## src/hw/ppd_pkg.sv

```systemverilog
// Purpose: constants for the pulse-per-second discipline block
// Assumes: 40 MHz aclk, AXI4-Lite register access
// Notes:   damping factor is fixed point with 2 fraction bits (quarters)
package ppd_pkg;
    localparam int          CLK_HZ        = 40_000_000;
    localparam int          TICKS_PER_SEC = CLK_HZ;        // internal pulse period
    localparam int          PULSE_NS      = 1000;          // width of local pulse
    localparam int          PULSE_CYC     = (PULSE_NS * (CLK_HZ / 1_000_000) + 999) / 1000;
    // register byte offsets
    localparam logic [7:0]  OFS_CTRL      = 8'h00;  // lock mode
    localparam logic [7:0]  OFS_DAMP      = 8'h04;  // damping factor, quarters
    localparam logic [7:0]  OFS_TAU       = 8'h08;  // time constant, seconds
    localparam logic [7:0]  OFS_DELTA     = 8'h0c;  // captured tick error
    localparam logic [7:0]  OFS_STATE     = 8'h10;  // state code and lock bits
    localparam logic [7:0]  OFS_SAVE      = 8'h14;  // write 1: store coefficients
    // limits and defaults
    localparam logic [4:0]  DAMP_MIN      = 5'h01;  // 0.25
    localparam logic [4:0]  DAMP_MAX      = 5'h10;  // 4.0
    localparam logic [4:0]  DAMP_DEF      = 5'h04;  // 1.0
    localparam logic [16:0] TAU_MIN       = 17'h00005;
    localparam logic [16:0] TAU_MAX       = 17'h186a0; // 100000
    localparam logic [16:0] TAU_DEF       = 17'h00190; // 400
    localparam logic [1:0]  MODE_DEF      = 2'h2;
    localparam logic [31:0] LOCK_WIN      = 32'h00000010; // ticks of error called locked
    // discipline state codes
    localparam logic [3:0]  ST_INIT       = 4'h0;
    localparam logic [3:0]  ST_HOLD       = 4'h3;
    localparam logic [3:0]  ST_JAM        = 4'h4;
    localparam logic [3:0]  ST_DISC       = 4'h6;
    localparam logic [3:0]  ST_CALC       = 4'h7;
    localparam logic [3:0]  ST_UPD        = 4'h8;
    localparam logic [3:0]  ST_SLOPE      = 4'h9;
endpackage : ppd_pkg

```

## src/hw/ppd_discipline.sv

```systemverilog
// Purpose: local 1 pps generation, reference error capture and phase steering
// Assumes: reference pulse asynchronous, width at least two aclk periods
// Notes:   counter steps at aclk; delta is signed ticks, reference minus local
`timescale 1ns/100ps

// How it works
// - local one-second pulse made from the oscillator clock drives pps_out.
// - each reference pulse triggers a measurement against the local pulse.
// - error stored as signed oscillator_ticks in delta register.
// - delta register readable by software as a plain hex word.
// - steering adjusts period and phase; local pulse keeps running without reference.
// - disciplining active straight from reset with no software action.
// - lock mode 1 stops steering to the reference.
// - damping factor clamps between 0.25 and 4.
// - time constant in seconds, 5 to 100000, scales the phase correction.
// - out-of-range time constant restores both defaults.
// - defaults are damping 1 and time constant 400.
// - steering only while the atomic loop reports lock.
// - defaults make the block work with no configuration at all.
// - serial link at 57600 8N1 lives outside; registers replace it here.
// - state code reported: 3 holdover, 4 jam, 6-8 discipline.
// - state register holds state code beside the atomic and pulse lock bits.
// - lock output follows atomic lock, or in mode 2 also pulse lock.
// - save copies coefficients to a kept set; reset loads defaults into both sets.
module ppd_discipline
    import ppd_pkg::*;
#(
    parameter int TICKS = ppd_pkg::TICKS_PER_SEC   // ticks per local second
) (
    input  wire logic        aclk,          // 40 MHz clock
    input  wire logic        aresetn,       // sync reset, low active
    input  wire logic        pps_ref_in,    // reference pulse, asynchronous
    input  wire logic        atomic_lock,   // frequency loop locked
    output logic             pps_out,       // local one-second pulse
    output logic             lock_out,      // lock indication
    input  wire logic [7:0]  s_axi_awaddr,  // write address
    input  wire logic        s_axi_awvalid, // write address valid
    output logic             s_axi_awready, // write address ready
    input  wire logic [31:0] s_axi_wdata,   // write data
    input  wire logic [3:0]  s_axi_wstrb,   // byte enables
    input  wire logic        s_axi_wvalid,  // write data valid
    output logic             s_axi_wready,  // write data ready
    output logic [1:0]       s_axi_bresp,   // write response
    output logic             s_axi_bvalid,  // write response valid
    input  wire logic        s_axi_bready,  // write response ready
    input  wire logic [7:0]  s_axi_araddr,  // read address
    input  wire logic        s_axi_arvalid, // read address valid
    output logic             s_axi_arready, // read address ready
    output logic [31:0]      s_axi_rdata,   // read data
    output logic [1:0]       s_axi_rresp,   // read response
    output logic             s_axi_rvalid,  // read data valid
    input  wire logic        s_axi_rready   // read data ready
);
    import ppd_pkg::*;

    initial begin
        if (TICKS < 4 * PULSE_CYC || TICKS > 32'h7fffffff)
            $error("ppd_discipline: TICKS out of range");
    end

    typedef enum logic [4:0] {
        PH_HOLD = 5'b00001,
        PH_JAM  = 5'b00010,
        PH_DISC = 5'b00100,
        PH_CALC = 5'b01000,
        PH_UPD  = 5'b10000
    } ppd_phase_t;

    typedef struct packed {
        logic        sync1, sync2, sync3;      // reference synchronizer and edge
        logic [31:0] ticks;                    // oscillator_ticks since local pulse
        logic [31:0] period;                   // current steered period
        logic [31:0] delta;                    // captured error, signed
        logic        have_ref;                 // a reference seen since last local pulse
        logic        pulse_lock;
        ppd_phase_t  phase;
        logic [1:0]  mode;
        logic [4:0]  damp;
        logic [16:0] tau;
        logic [4:0]  saved_damp;
        logic [16:0] saved_tau;
        logic        pps_out, lock_out;
        logic        awready, wready, bvalid, arready, rvalid;
        logic [1:0]  bresp, rresp;
        logic [31:0] rdata;
        logic        aw_got, w_got;
        logic [7:0]  aw_addr;
        logic [31:0] w_data;
        logic [3:0]  w_strb;
    } ppd_state_t;

    ppd_state_t st, next_st;

    // signed wrap of capture: late half of second counts as negative
    function automatic logic [31:0] wrap_err(input logic [31:0] t, input logic [31:0] p);
        wrap_err = (t > (p >> 1)) ? t - p : t;
    endfunction : wrap_err

    function automatic logic [31:0] merge(input logic [31:0] o, input logic [31:0] n,
                                          input logic [3:0] b);
        for (int i = 0; i < 4; i++)
            merge[i*8 +: 8] = b[i] ? n[i*8 +: 8] : o[i*8 +: 8];
    endfunction : merge

    function automatic logic [3:0] state_code(input ppd_phase_t p);
        case (p)
            PH_HOLD: state_code = ST_HOLD;
            PH_JAM:  state_code = ST_JAM;
            PH_DISC: state_code = ST_DISC;
            PH_CALC: state_code = ST_CALC;
            PH_UPD:  state_code = ST_UPD;
            default: state_code = ST_INIT;
        endcase
    endfunction : state_code

    logic        ref_edge;
    logic        steer_ok;
    logic [31:0] err_now;
    logic [31:0] corr;
    logic [31:0] wv;
    logic        wr_fire;

    assign ref_edge = st.sync2 & ~st.sync3;
    assign steer_ok = atomic_lock & (st.mode != 2'h1);
    assign err_now  = wrap_err(st.ticks, st.period);
    // correction = error * damping / tau, damping in quarters
    assign corr     = 32'($signed(st.delta) * $signed({1'b0, st.damp})
                          / $signed({15'h0000, st.tau, 2'b00}));
    assign wr_fire  = st.aw_got & st.w_got & ~st.bvalid;
    assign wv       = merge(32'h0, st.w_data, st.w_strb);

    // whole next state
    always_comb begin
        next_st = st;
        next_st.sync1 = pps_ref_in;
        next_st.sync2 = st.sync1;
        next_st.sync3 = st.sync2;
        // local second generation
        if (st.ticks >= st.period - 32'h1) begin
            next_st.ticks    = 32'h0;
            next_st.have_ref = 1'b0;
            next_st.period   = TICKS;
            if (!st.have_ref && st.phase != PH_HOLD) begin
                next_st.phase      = PH_HOLD;
                next_st.pulse_lock = 1'b0;
            end
        end else begin
            next_st.ticks = st.ticks + 32'h1;
        end
        next_st.pps_out = (st.ticks < PULSE_CYC);
        // capture on reference edge
        if (ref_edge) begin
            next_st.delta    = err_now;
            next_st.have_ref = 1'b1;
            if (steer_ok) begin
                case (st.phase)
                    PH_HOLD: next_st.phase = PH_JAM;
                    PH_JAM: begin
                        next_st.ticks = 32'h1;                       // jam phase to reference
                        next_st.phase = PH_DISC;  // pre-jam error must not steer
                    end
                    default: next_st.phase = PH_CALC;
                endcase
            end
        end else begin
            case (st.phase)
                PH_CALC: next_st.phase = PH_UPD;
                PH_UPD: begin
                    // shift this second's end by the filtered error
                    next_st.period     = st.period + corr;
                    next_st.pulse_lock = ($signed(st.delta) < $signed(LOCK_WIN))
                                      && ($signed(st.delta) > -$signed(LOCK_WIN));
                    next_st.phase      = PH_DISC;
                end
                default: next_st.phase = st.phase;
            endcase
        end
        if (!atomic_lock)
            next_st.pulse_lock = 1'b0;
        // lock output
        next_st.lock_out = (st.mode == 2'h2) ? (atomic_lock & st.pulse_lock) : atomic_lock;
        // axi write channel, stands in for the serial command link
        next_st.awready = ~st.aw_got & ~st.awready;
        next_st.wready  = ~st.w_got & ~st.wready;
        if (s_axi_awvalid && st.awready) begin
            next_st.aw_got  = 1'b1;
            next_st.aw_addr = s_axi_awaddr;
            next_st.awready = 1'b0;
        end
        if (s_axi_wvalid && st.wready) begin
            next_st.w_got  = 1'b1;
            next_st.w_data = s_axi_wdata;
            next_st.w_strb = s_axi_wstrb;
            next_st.wready = 1'b0;
        end
        if (wr_fire) begin
            next_st.bvalid = 1'b1;
            next_st.bresp  = 2'b00;
            case (st.aw_addr)
                OFS_CTRL: if (st.w_strb[0]) next_st.mode = wv[1:0];
                OFS_DAMP: begin
                    if (wv[4:0] < DAMP_MIN && wv[31:5] == 27'h0)
                        next_st.damp = DAMP_MIN;
                    else if (wv > 32'(DAMP_MAX))
                        next_st.damp = DAMP_MAX;
                    else
                        next_st.damp = wv[4:0];
                end
                OFS_TAU: begin
                    if (wv < 32'(TAU_MIN) || wv > 32'(TAU_MAX)) begin
                        next_st.damp = DAMP_DEF;
                        next_st.tau  = TAU_DEF;
                    end else begin
                        next_st.tau = wv[16:0];
                    end
                end
                OFS_SAVE: if (wv[0]) begin
                    next_st.saved_damp = st.damp;
                    next_st.saved_tau  = st.tau;
                end
                OFS_DELTA, OFS_STATE: ;
                default: next_st.bresp = 2'b10;
            endcase
        end
        if (st.bvalid && s_axi_bready) begin
            next_st.bvalid = 1'b0;
            next_st.aw_got = 1'b0;
            next_st.w_got  = 1'b0;
        end
        // axi read channel
        next_st.arready = ~st.arready & ~st.rvalid;
        if (s_axi_arvalid && st.arready) begin
            next_st.arready = 1'b0;
            next_st.rvalid  = 1'b1;
            next_st.rresp   = 2'b00;
            case (s_axi_araddr)
                OFS_CTRL:  next_st.rdata = {30'h0, st.mode};
                OFS_DAMP:  next_st.rdata = {27'h0, st.damp};
                OFS_TAU:   next_st.rdata = {15'h0, st.tau};
                OFS_DELTA: next_st.rdata = st.delta;
                OFS_STATE: next_st.rdata = {26'h0, st.pulse_lock, atomic_lock,
                                            state_code(st.phase)};
                OFS_SAVE:  next_st.rdata = 32'h0;
                default: begin
                    next_st.rdata = 32'h0;
                    next_st.rresp = 2'b10;
                end
            endcase
        end
        if (st.rvalid && s_axi_rready)
            next_st.rvalid = 1'b0;
    end

    // register everything; reset loads the default coefficients into working and kept sets
    always_ff @(posedge aclk) begin
        if (!aresetn) begin
            st            <= '0;
            st.period     <= TICKS;
            st.phase      <= PH_HOLD;
            st.mode       <= MODE_DEF;
            st.damp       <= DAMP_DEF;
            st.tau        <= TAU_DEF;
            st.saved_damp <= DAMP_DEF;
            st.saved_tau  <= TAU_DEF;
        end else begin
            st <= next_st;
        end
    end

    assign pps_out       = st.pps_out;
    assign lock_out      = st.lock_out;
    assign s_axi_awready = st.awready;
    assign s_axi_wready  = st.wready;
    assign s_axi_bvalid  = st.bvalid;
    assign s_axi_bresp   = st.bresp;
    assign s_axi_arready = st.arready;
    assign s_axi_rvalid  = st.rvalid;
    assign s_axi_rresp   = st.rresp;
    assign s_axi_rdata   = st.rdata;

    property p_capture;
        @(posedge aclk) disable iff (!aresetn)
        ref_edge |=> st.delta == $past(err_now);
    endproperty
    a_capture: assert property (p_capture) else $error("delta not captured");

    property p_one_edge;
        @(posedge aclk) disable iff (!aresetn)
        ref_edge |=> !ref_edge;
    endproperty
    a_one_edge: assert property (p_one_edge) else $error("double capture");

    property p_damp_range;
        @(posedge aclk) disable iff (!aresetn)
        st.damp >= DAMP_MIN && st.damp <= DAMP_MAX;
    endproperty
    a_damp_range: assert property (p_damp_range) else $error("damping out of range");

    property p_tau_range;
        @(posedge aclk) disable iff (!aresetn)
        st.tau >= TAU_MIN && st.tau <= TAU_MAX;
    endproperty
    a_tau_range: assert property (p_tau_range) else $error("tau out of range");

    property p_lock_mode;
        @(posedge aclk) disable iff (!aresetn)
        (st.mode != 2'h2) ##1 1'b1 |-> lock_out == $past(atomic_lock);
    endproperty
    a_lock_mode: assert property (p_lock_mode) else $error("lock output wrong");

    property p_no_steer;
        @(posedge aclk) disable iff (!aresetn)
        (ref_edge && !steer_ok) |=> st.phase == $past(st.phase);
    endproperty
    a_no_steer: assert property (p_no_steer) else $error("steered while barred");

    property p_restart;
        @(posedge aclk) disable iff (!aresetn)
        (st.ticks >= st.period - 32'h1 && !ref_edge) |=> st.ticks == 32'h0;
    endproperty
    a_restart: assert property (p_restart) else $error("counter not restarted");

    property p_read_delta;
        @(posedge aclk) disable iff (!aresetn)
        (s_axi_arvalid && st.arready && s_axi_araddr == OFS_DELTA)
            |=> s_axi_rvalid && s_axi_rdata == $past(st.delta);
    endproperty
    a_read_delta: assert property (p_read_delta) else $error("delta read wrong");

    property p_save;
        @(posedge aclk) disable iff (!aresetn)
        (wr_fire && st.aw_addr == OFS_SAVE && wv[0]) |=> st.saved_tau == $past(st.tau);
    endproperty
    a_save: assert property (p_save) else $error("coefficients not kept");
endmodule : ppd_discipline

```

## config.mk

```make
export PLATFORM = sky130hd
export DESIGN_NAME = ppd_discipline
export DESIGN_NICKNAME = d
export VERILOG_FILES = /design/src/hw/ppd_pkg.sv /design/src/hw/ppd_discipline.sv
export SDC_FILE = /design/constraint.sdc
export NUM_CORES = 2
export LEC_CHECK = 0
export BUFFER_PORTS_ARGS = -buffer_cell sky130_fd_sc_hd__buf_2
export CAP_MARGIN = 15
export CORE_MARGIN = 5
export CORE_UTILIZATION = 34
export CTS_CLUSTER_DIAMETER = 200
export DETAILED_ROUTE_END_ITERATION = 7
export PLACE_DENSITY = 0.57
export SYNTH_ARGS = -nofsm -noshare
export SYNTH_HDL_FRONTEND = slang
export SYNTH_SLANG_ARGS = --single-unit
```

## constraint.sdc

```tcl
create_clock -name aclk -period 203.6 [get_ports aclk]
set_clock_uncertainty 0.05 [all_clocks]
set_input_delay 10.18 -clock aclk [delete_from_list [all_inputs] [get_ports aclk]]
set_output_delay 10.18 -clock aclk [all_outputs]
set_load 0.05 [all_outputs]
```

## Word-level counts from Yosys, hierarchy flattened

Index checks and enable logic that the tools add are counted.

- Register bits after elaboration: 219
- Input port bits: 61
- Word-level logic and storage cells: 139

- Multipliers: 1
- $add $sub $neg: 4
- Bitwise logic cells: 17
- Reductions and logical operators: 28
- Equality and inequality tests: 21
- $lt $le $gt $ge: 9
- Mux-type cells: 31
- Divide/modulo/power cells: 1

Operators by type and width:

| operator | count |
|---|---|
| $mux W32 | 8 |
| $pmux W32 S5 | 1 |
| $gt A32 B5 Y1 const B | 2 |
| $lt A32 B6 Y1 const B | 2 |
| $div A34 B20 Y34 | 1 |
| $mul A32 B6 Y34 | 1 |
| $add A32 B1 Y32 const B | 1 |
| $add A32 B32 Y32 | 1 |
| $eq A8 B4 Y1 const B | 4 |
| $eq A8 B5 Y1 const B | 4 |
| $ge A32 B32 Y1 | 1 |
| $gt A32 B17 Y1 const B | 1 |
| $gt A32 B31 Y1 | 1 |
| $lt A32 B3 Y1 const B | 1 |
| $mux W8 | 4 |
| $sub A32 B1 Y32 const B | 1 |
| $sub A32 B32 Y32 | 1 |
| $logic_not A27 Y1 | 1 |
| $mux W5 | 5 |
| $pmux W4 S5 | 1 |
| $pmux W5 S2 | 2 |
| $mux W17 | 1 |
| $eq A8 B3 Y1 const B | 2 |
| $logic_not A8 Y1 | 2 |
| other kinds (27) | 63 |

## Depth between registers and ports, before layout

- Depth in word-level cells: 6
- Mapped depth: 585
- Mapped depth without buffers: 536

## Worst setup path before layout

Ideal clock, no wire load.

- Path kind: register to register
- From: register st[128] (netlist bit)
- To: register st[205] (netlist bit)
- Stages on the path, launching flop included: 568
- Library setup time: 0.132 ns
- Period minus slack after synthesis: 109.460 ns
- Path buffers: 68
- Slack: 94.140 ns
- Required time: 203.418 ns
- Data arrival time: 109.278 ns
- Path through: dfxtp_1 -> clkbuf_1 -> clkbuf_1 -> and2_1 -> fa_1 -> fa_1 -> inv_1 -> fa_1 -> inv_1 -> ha_1 -> buf_2 -> and3_1 -> a22o_1 -> a21oi_1 -> nand3_1 -> a311o_1 -> xnor2_1 -> clkbuf_1 -> [532 not listed] -> a21oi_1 -> nor2b_1 -> o21a_1 -> o21ai_0 -> nand2b_1 -> a21oi_1 -> nor2b_1 -> o21a_1 -> o21ai_0 -> nand2b_1 -> a21oi_1 -> o21bai_1 -> a21oi_1 -> o21bai_1 -> a21oi_1 -> xnor3_1 -> xnor2_1 -> a21oi_1

- Longest elaborated chain between the ends: 5

RTL lines:

| item | line | RTL |
|---|---|---|
| start, declared | ppd_discipline.sv:92 | `ppd_state_t st, next_st;` |
| start signal, assigned | ppd_discipline.sv:266 | `st <= next_st;` |
| $mul A32 B6 Y34 | ppd_discipline.sv:127 | `assign corr = 32'($signed(st.delta) * $signed({1'b0, st.damp})` |
| $div A34 B20 Y34 | ppd_discipline.sv:128 | `/ $signed({15'h0000, st.tau, 2'b00}));` |
| $add A32 B32 Y32 | ppd_discipline.sv:170 | `next_st.period = st.period + corr;` |
| $mux W32 | ppd_discipline.sv:166 | `case (st.phase)` |
| $mux W32 | ppd_discipline.sv:152 | `if (ref_edge) begin` |

No other way between the ends.
A chain may end at the register's enable or synchronous reset.

## Worst setup path after layout

Same ends and word-level chain as after synthesis.

==> summary.md <==
| Metric | Value |
|---|---|
| Asr flop ratio synth | `0` |
| Starting density of the core | `0.341` |
| Sink count of the clock tree | `217` |
| Later-pin clock latency in the skew report | `0.58 ns` |
| Final setup viols | `0` |
| Post-synth EDFFs | `0` |
| Final Max Slew Viols | `0` |
| Largest net degree at the start of global routing | `67` |
| DR pass1 iterations | `5` |
| Post-CTS setup buffers | `0` |
| Filler cells | `13200` |
| Crit path launch type | `flop` |
| DR iter-0 viols | `3832` |
| Num CTS Buffers | `24` |
| Tightest Hold Check Type | `reg -> reg` |
| DR vias | `43100` |
| Register clock-pin slew on the reported worst setup and hold paths | `0.07 ns` |
| Buf/Inv on CP | `19` |
| Relative slew slack | `0.157` |
| Post-CTS sizing | `0` |
| Final worst path period share | `0.593` |
| Sequential area share after synthesis | `0.101` |
| Crit path max-delay family | `compound AO/OA/AOI/OAI gates` |
| Die Wd | `365 um` |
| Critical Path AT | `121.17 ns` |
| Die H | `365 um` |
| CTS Hold Bufs | `0` |
| Residual DRC count | `0` |
| Mapped Area | `0.0428 sq mm` |
| Core area | `0.125 sq mm` |
| Crit path capture type | `flop` |
| Minimum clock period | `120.79 ns` |
| Slowest stage delay, CP | `0.89 ns` |
| Crit-path max FO | `42` |
| Actual slew at the worst max-slew pin | `1.25 ns` |
| Slowest cell on the critical path | `o21ai_0` |
| Hpwl dp | `122000 um` |
| Routed length per instance | `20.9 um` |
| Max Cap Viol | `0` |
| Routed vias/inst | `5.82` |
| F_max | `8.28 MHz` |
| Synth Warn # | `0` |
| H-Tree Depth | `1` |
| Post-Place Worst Slack | `84.95 ns` |
| Required @ worst endpoint | `203.98 ns` |
| Antenna Violating Nets Remaining | `0` |
| PortBufs | `101` |
| Die area | `0.133 sq mm` |
| Status | `complete, no violations` |
| Synth cell types | `133` |
| GRT overflow | `0` |
| CTS tree | `done` |
| Layout cell share with drive strength beyond 1 | `0.0773` |
| Synthesized instance count | `5790` |
| # nets final | `6482` |
| Final-report hold violation count | `0` |
| Avg Cell Area, Syn | `7.39 sq um` |
| Area delta synth->final | `6.56%` |
| Most common cell on crit path | `o21a_1` |
| RSZ-0062 raised after global routing | `no` |
| First-pass GRT wire length | `237000 um` |
| GPL Wtd Cong | `0.959` |
| Ports | `104` |
| GRT Overall Usage | `0.222` |
| Top_reg_cell synth | `dfxtp_1` |
| Crit Path Category | `reg -> reg` |
| Initial antenna violation count | `8` |
| Row count | `130` |
| Root buf cell | `clkbuf_16` |
| Final worst slack | `82.81 ns` |
| Post-route setup TNS | `0 ns` |
| Synth Register Bits | `217` |
| Vias in the first global route | `39900` |
| DRT Wirelength | `155000 um` |
| Max clock buf depth | `3` |
-- worst register-to-register path, delay by kind of cell (launching register included) --
family,cells,cell delay [ns]
AND/OR/NAND/NOR,107,26.08
buffers and inverters,19,3.98
multiplexers,7,2.48
flip-flops,1,0.51
adder cells (fa/ha/maj),37,11.92
XOR/XNOR,3,0.69
AO/OA/AOI/OAI,339,74.94
-- metrics by stage --
step	util	area, sq um	hold slack (ns)	instances
detailed placement	0.357	44800	0.392	7353
finish	0.364	45600	0.398	7399
global route	0.364	45600	0.418	7398
floorplan	-	42800	0.362	5791
global placement	0.357	44800	0.385	7353
CTS	0.364	45600	0.401	7397
-- kinds of logic (layout without fill, tap and decap cells) --
logic type | Yosys count | in the layout | synth area share
AOI/OAI and AO/OA | 1621 | 1621 | 0.257
buffers and inverters | 519 | 475 | 0.0501
adders and majority gates | 693 | 693 | 0.218
other | 1 | 4 | 0.0000876
DFF | 217 | 217 | 0.101
muxes | 170 | 170 | 0.0442
and+or+nand+nor | 2204 | 2204 | 0.254
xor gates and xnor gates | 365 | 365 | 0.0753
-- synthesized netlist by cell type, types with 145 or more instances --
cell type | n | area share
o31ai_1 | 145 | 0.025
o21ai_0 | 205 | 0.024
ha_1 | 601 | 0.18
clkbuf_1 | 160 | 0.014
nor3_1 | 296 | 0.035
and2_1 | 191 | 0.028
a21oi_1 | 419 | 0.049
dfxtp_1 | 217 | 0.10
inv_1 | 265 | 0.023
xnor2_1 | 233 | 0.048
nand3_1 | 149 | 0.017
o21a_1 | 242 | 0.042
nand2_1 | 544 | 0.048
nor2_1 | 524 | 0.046
-- metal layers --
metal | share of wire | GRT usage | vias up | wire (um)
met5 | 0 | 0 | - | 0
met4 | 0.030 | 0.0547 | 0 | 4590
met3 | 0.067 | 0.0235 | 223 | 10300
met2 | 0.42 | 0.347 | 1413 | 65400
met1 | 0.48 | 0.325 | 20400 | 74200
li1 | - | - | 21000 | -
-- cell usage in the layout, fill, tap and decap left out, types with 98 or more instances in the layout --
| master | Yosys | routed |
|---|---|---|
| nor2_1 | 524 | 523 |
| a21o_1 | 141 | 141 |
| inv_1 | 265 | 263 |
| nor3_1 | 296 | 296 |
| dfxtp_1 | 217 | 217 |
| nand3_1 | 149 | 149 |
| o21ai_0 | 205 | 204 |
| xor2_1 | 129 | 129 |
| mux2_2 | 98 | 98 |
| nand2_1 | 544 | 544 |
| xnor2_1 | 233 | 231 |
| o31ai_1 | 145 | 144 |
| a21oi_1 | 419 | 417 |
| and2_1 | 191 | 190 |
| ha_1 | 601 | 601 |
| o21a_1 | 242 | 242 |
| buf_2 | 16 | 101 |
-- final timing paths --
path | start | end | slack (ns) | cells after the start
max | st[128]$_SDFFE_PN0P_ | st[205]$_SDFF_PN0_ | 82.81 | 512
min | s_axi_rdata[30]$_SDFFE_PN0P_ | s_axi_rdata[30]$_SDFFE_PN0P_ | 0.40 | 2
max reg2reg | st[128]$_SDFFE_PN0P_ | st[205]$_SDFF_PN0_ | 82.81 | 512
min reg2reg | s_axi_rdata[30]$_SDFFE_PN0P_ | s_axi_rdata[30]$_SDFFE_PN0P_ | 0.40 | 2
-- sequential cells by signal, indices dropped and copies added (netlist names) --
register / cells
s_axi_rvalid: 1
s_axi_arready: 1
s_axi_bresp: 1
s_axi_wready: 1
st: 174
s_axi_awready: 1
s_axi_bvalid: 1
lock_out: 1
next_st: 2
s_axi_rdata: 32
s_axi_rresp: 1
pps_out: 1
-- cell type report --
class / instances / area [sq um] / area share
multi-input cells: 5055 / 36400 / 0.798
inverters: 268 / 1010 / 0.0221
flip-flops and latches: 217 / 4340 / 0.0952
clock inverters: 14 / 151 / 0.00332
diodes: 2 / 5.00 / 0.000110
clock buffers: 30 / 663 / 0.0145
repair buffers: 163 / 971 / 0.0213
well taps: 1650 / 2060 / 0.0452
Power is not shown: default switching activity piles up to over one toggle a cycle in this logic, so the estimate is an artifact.
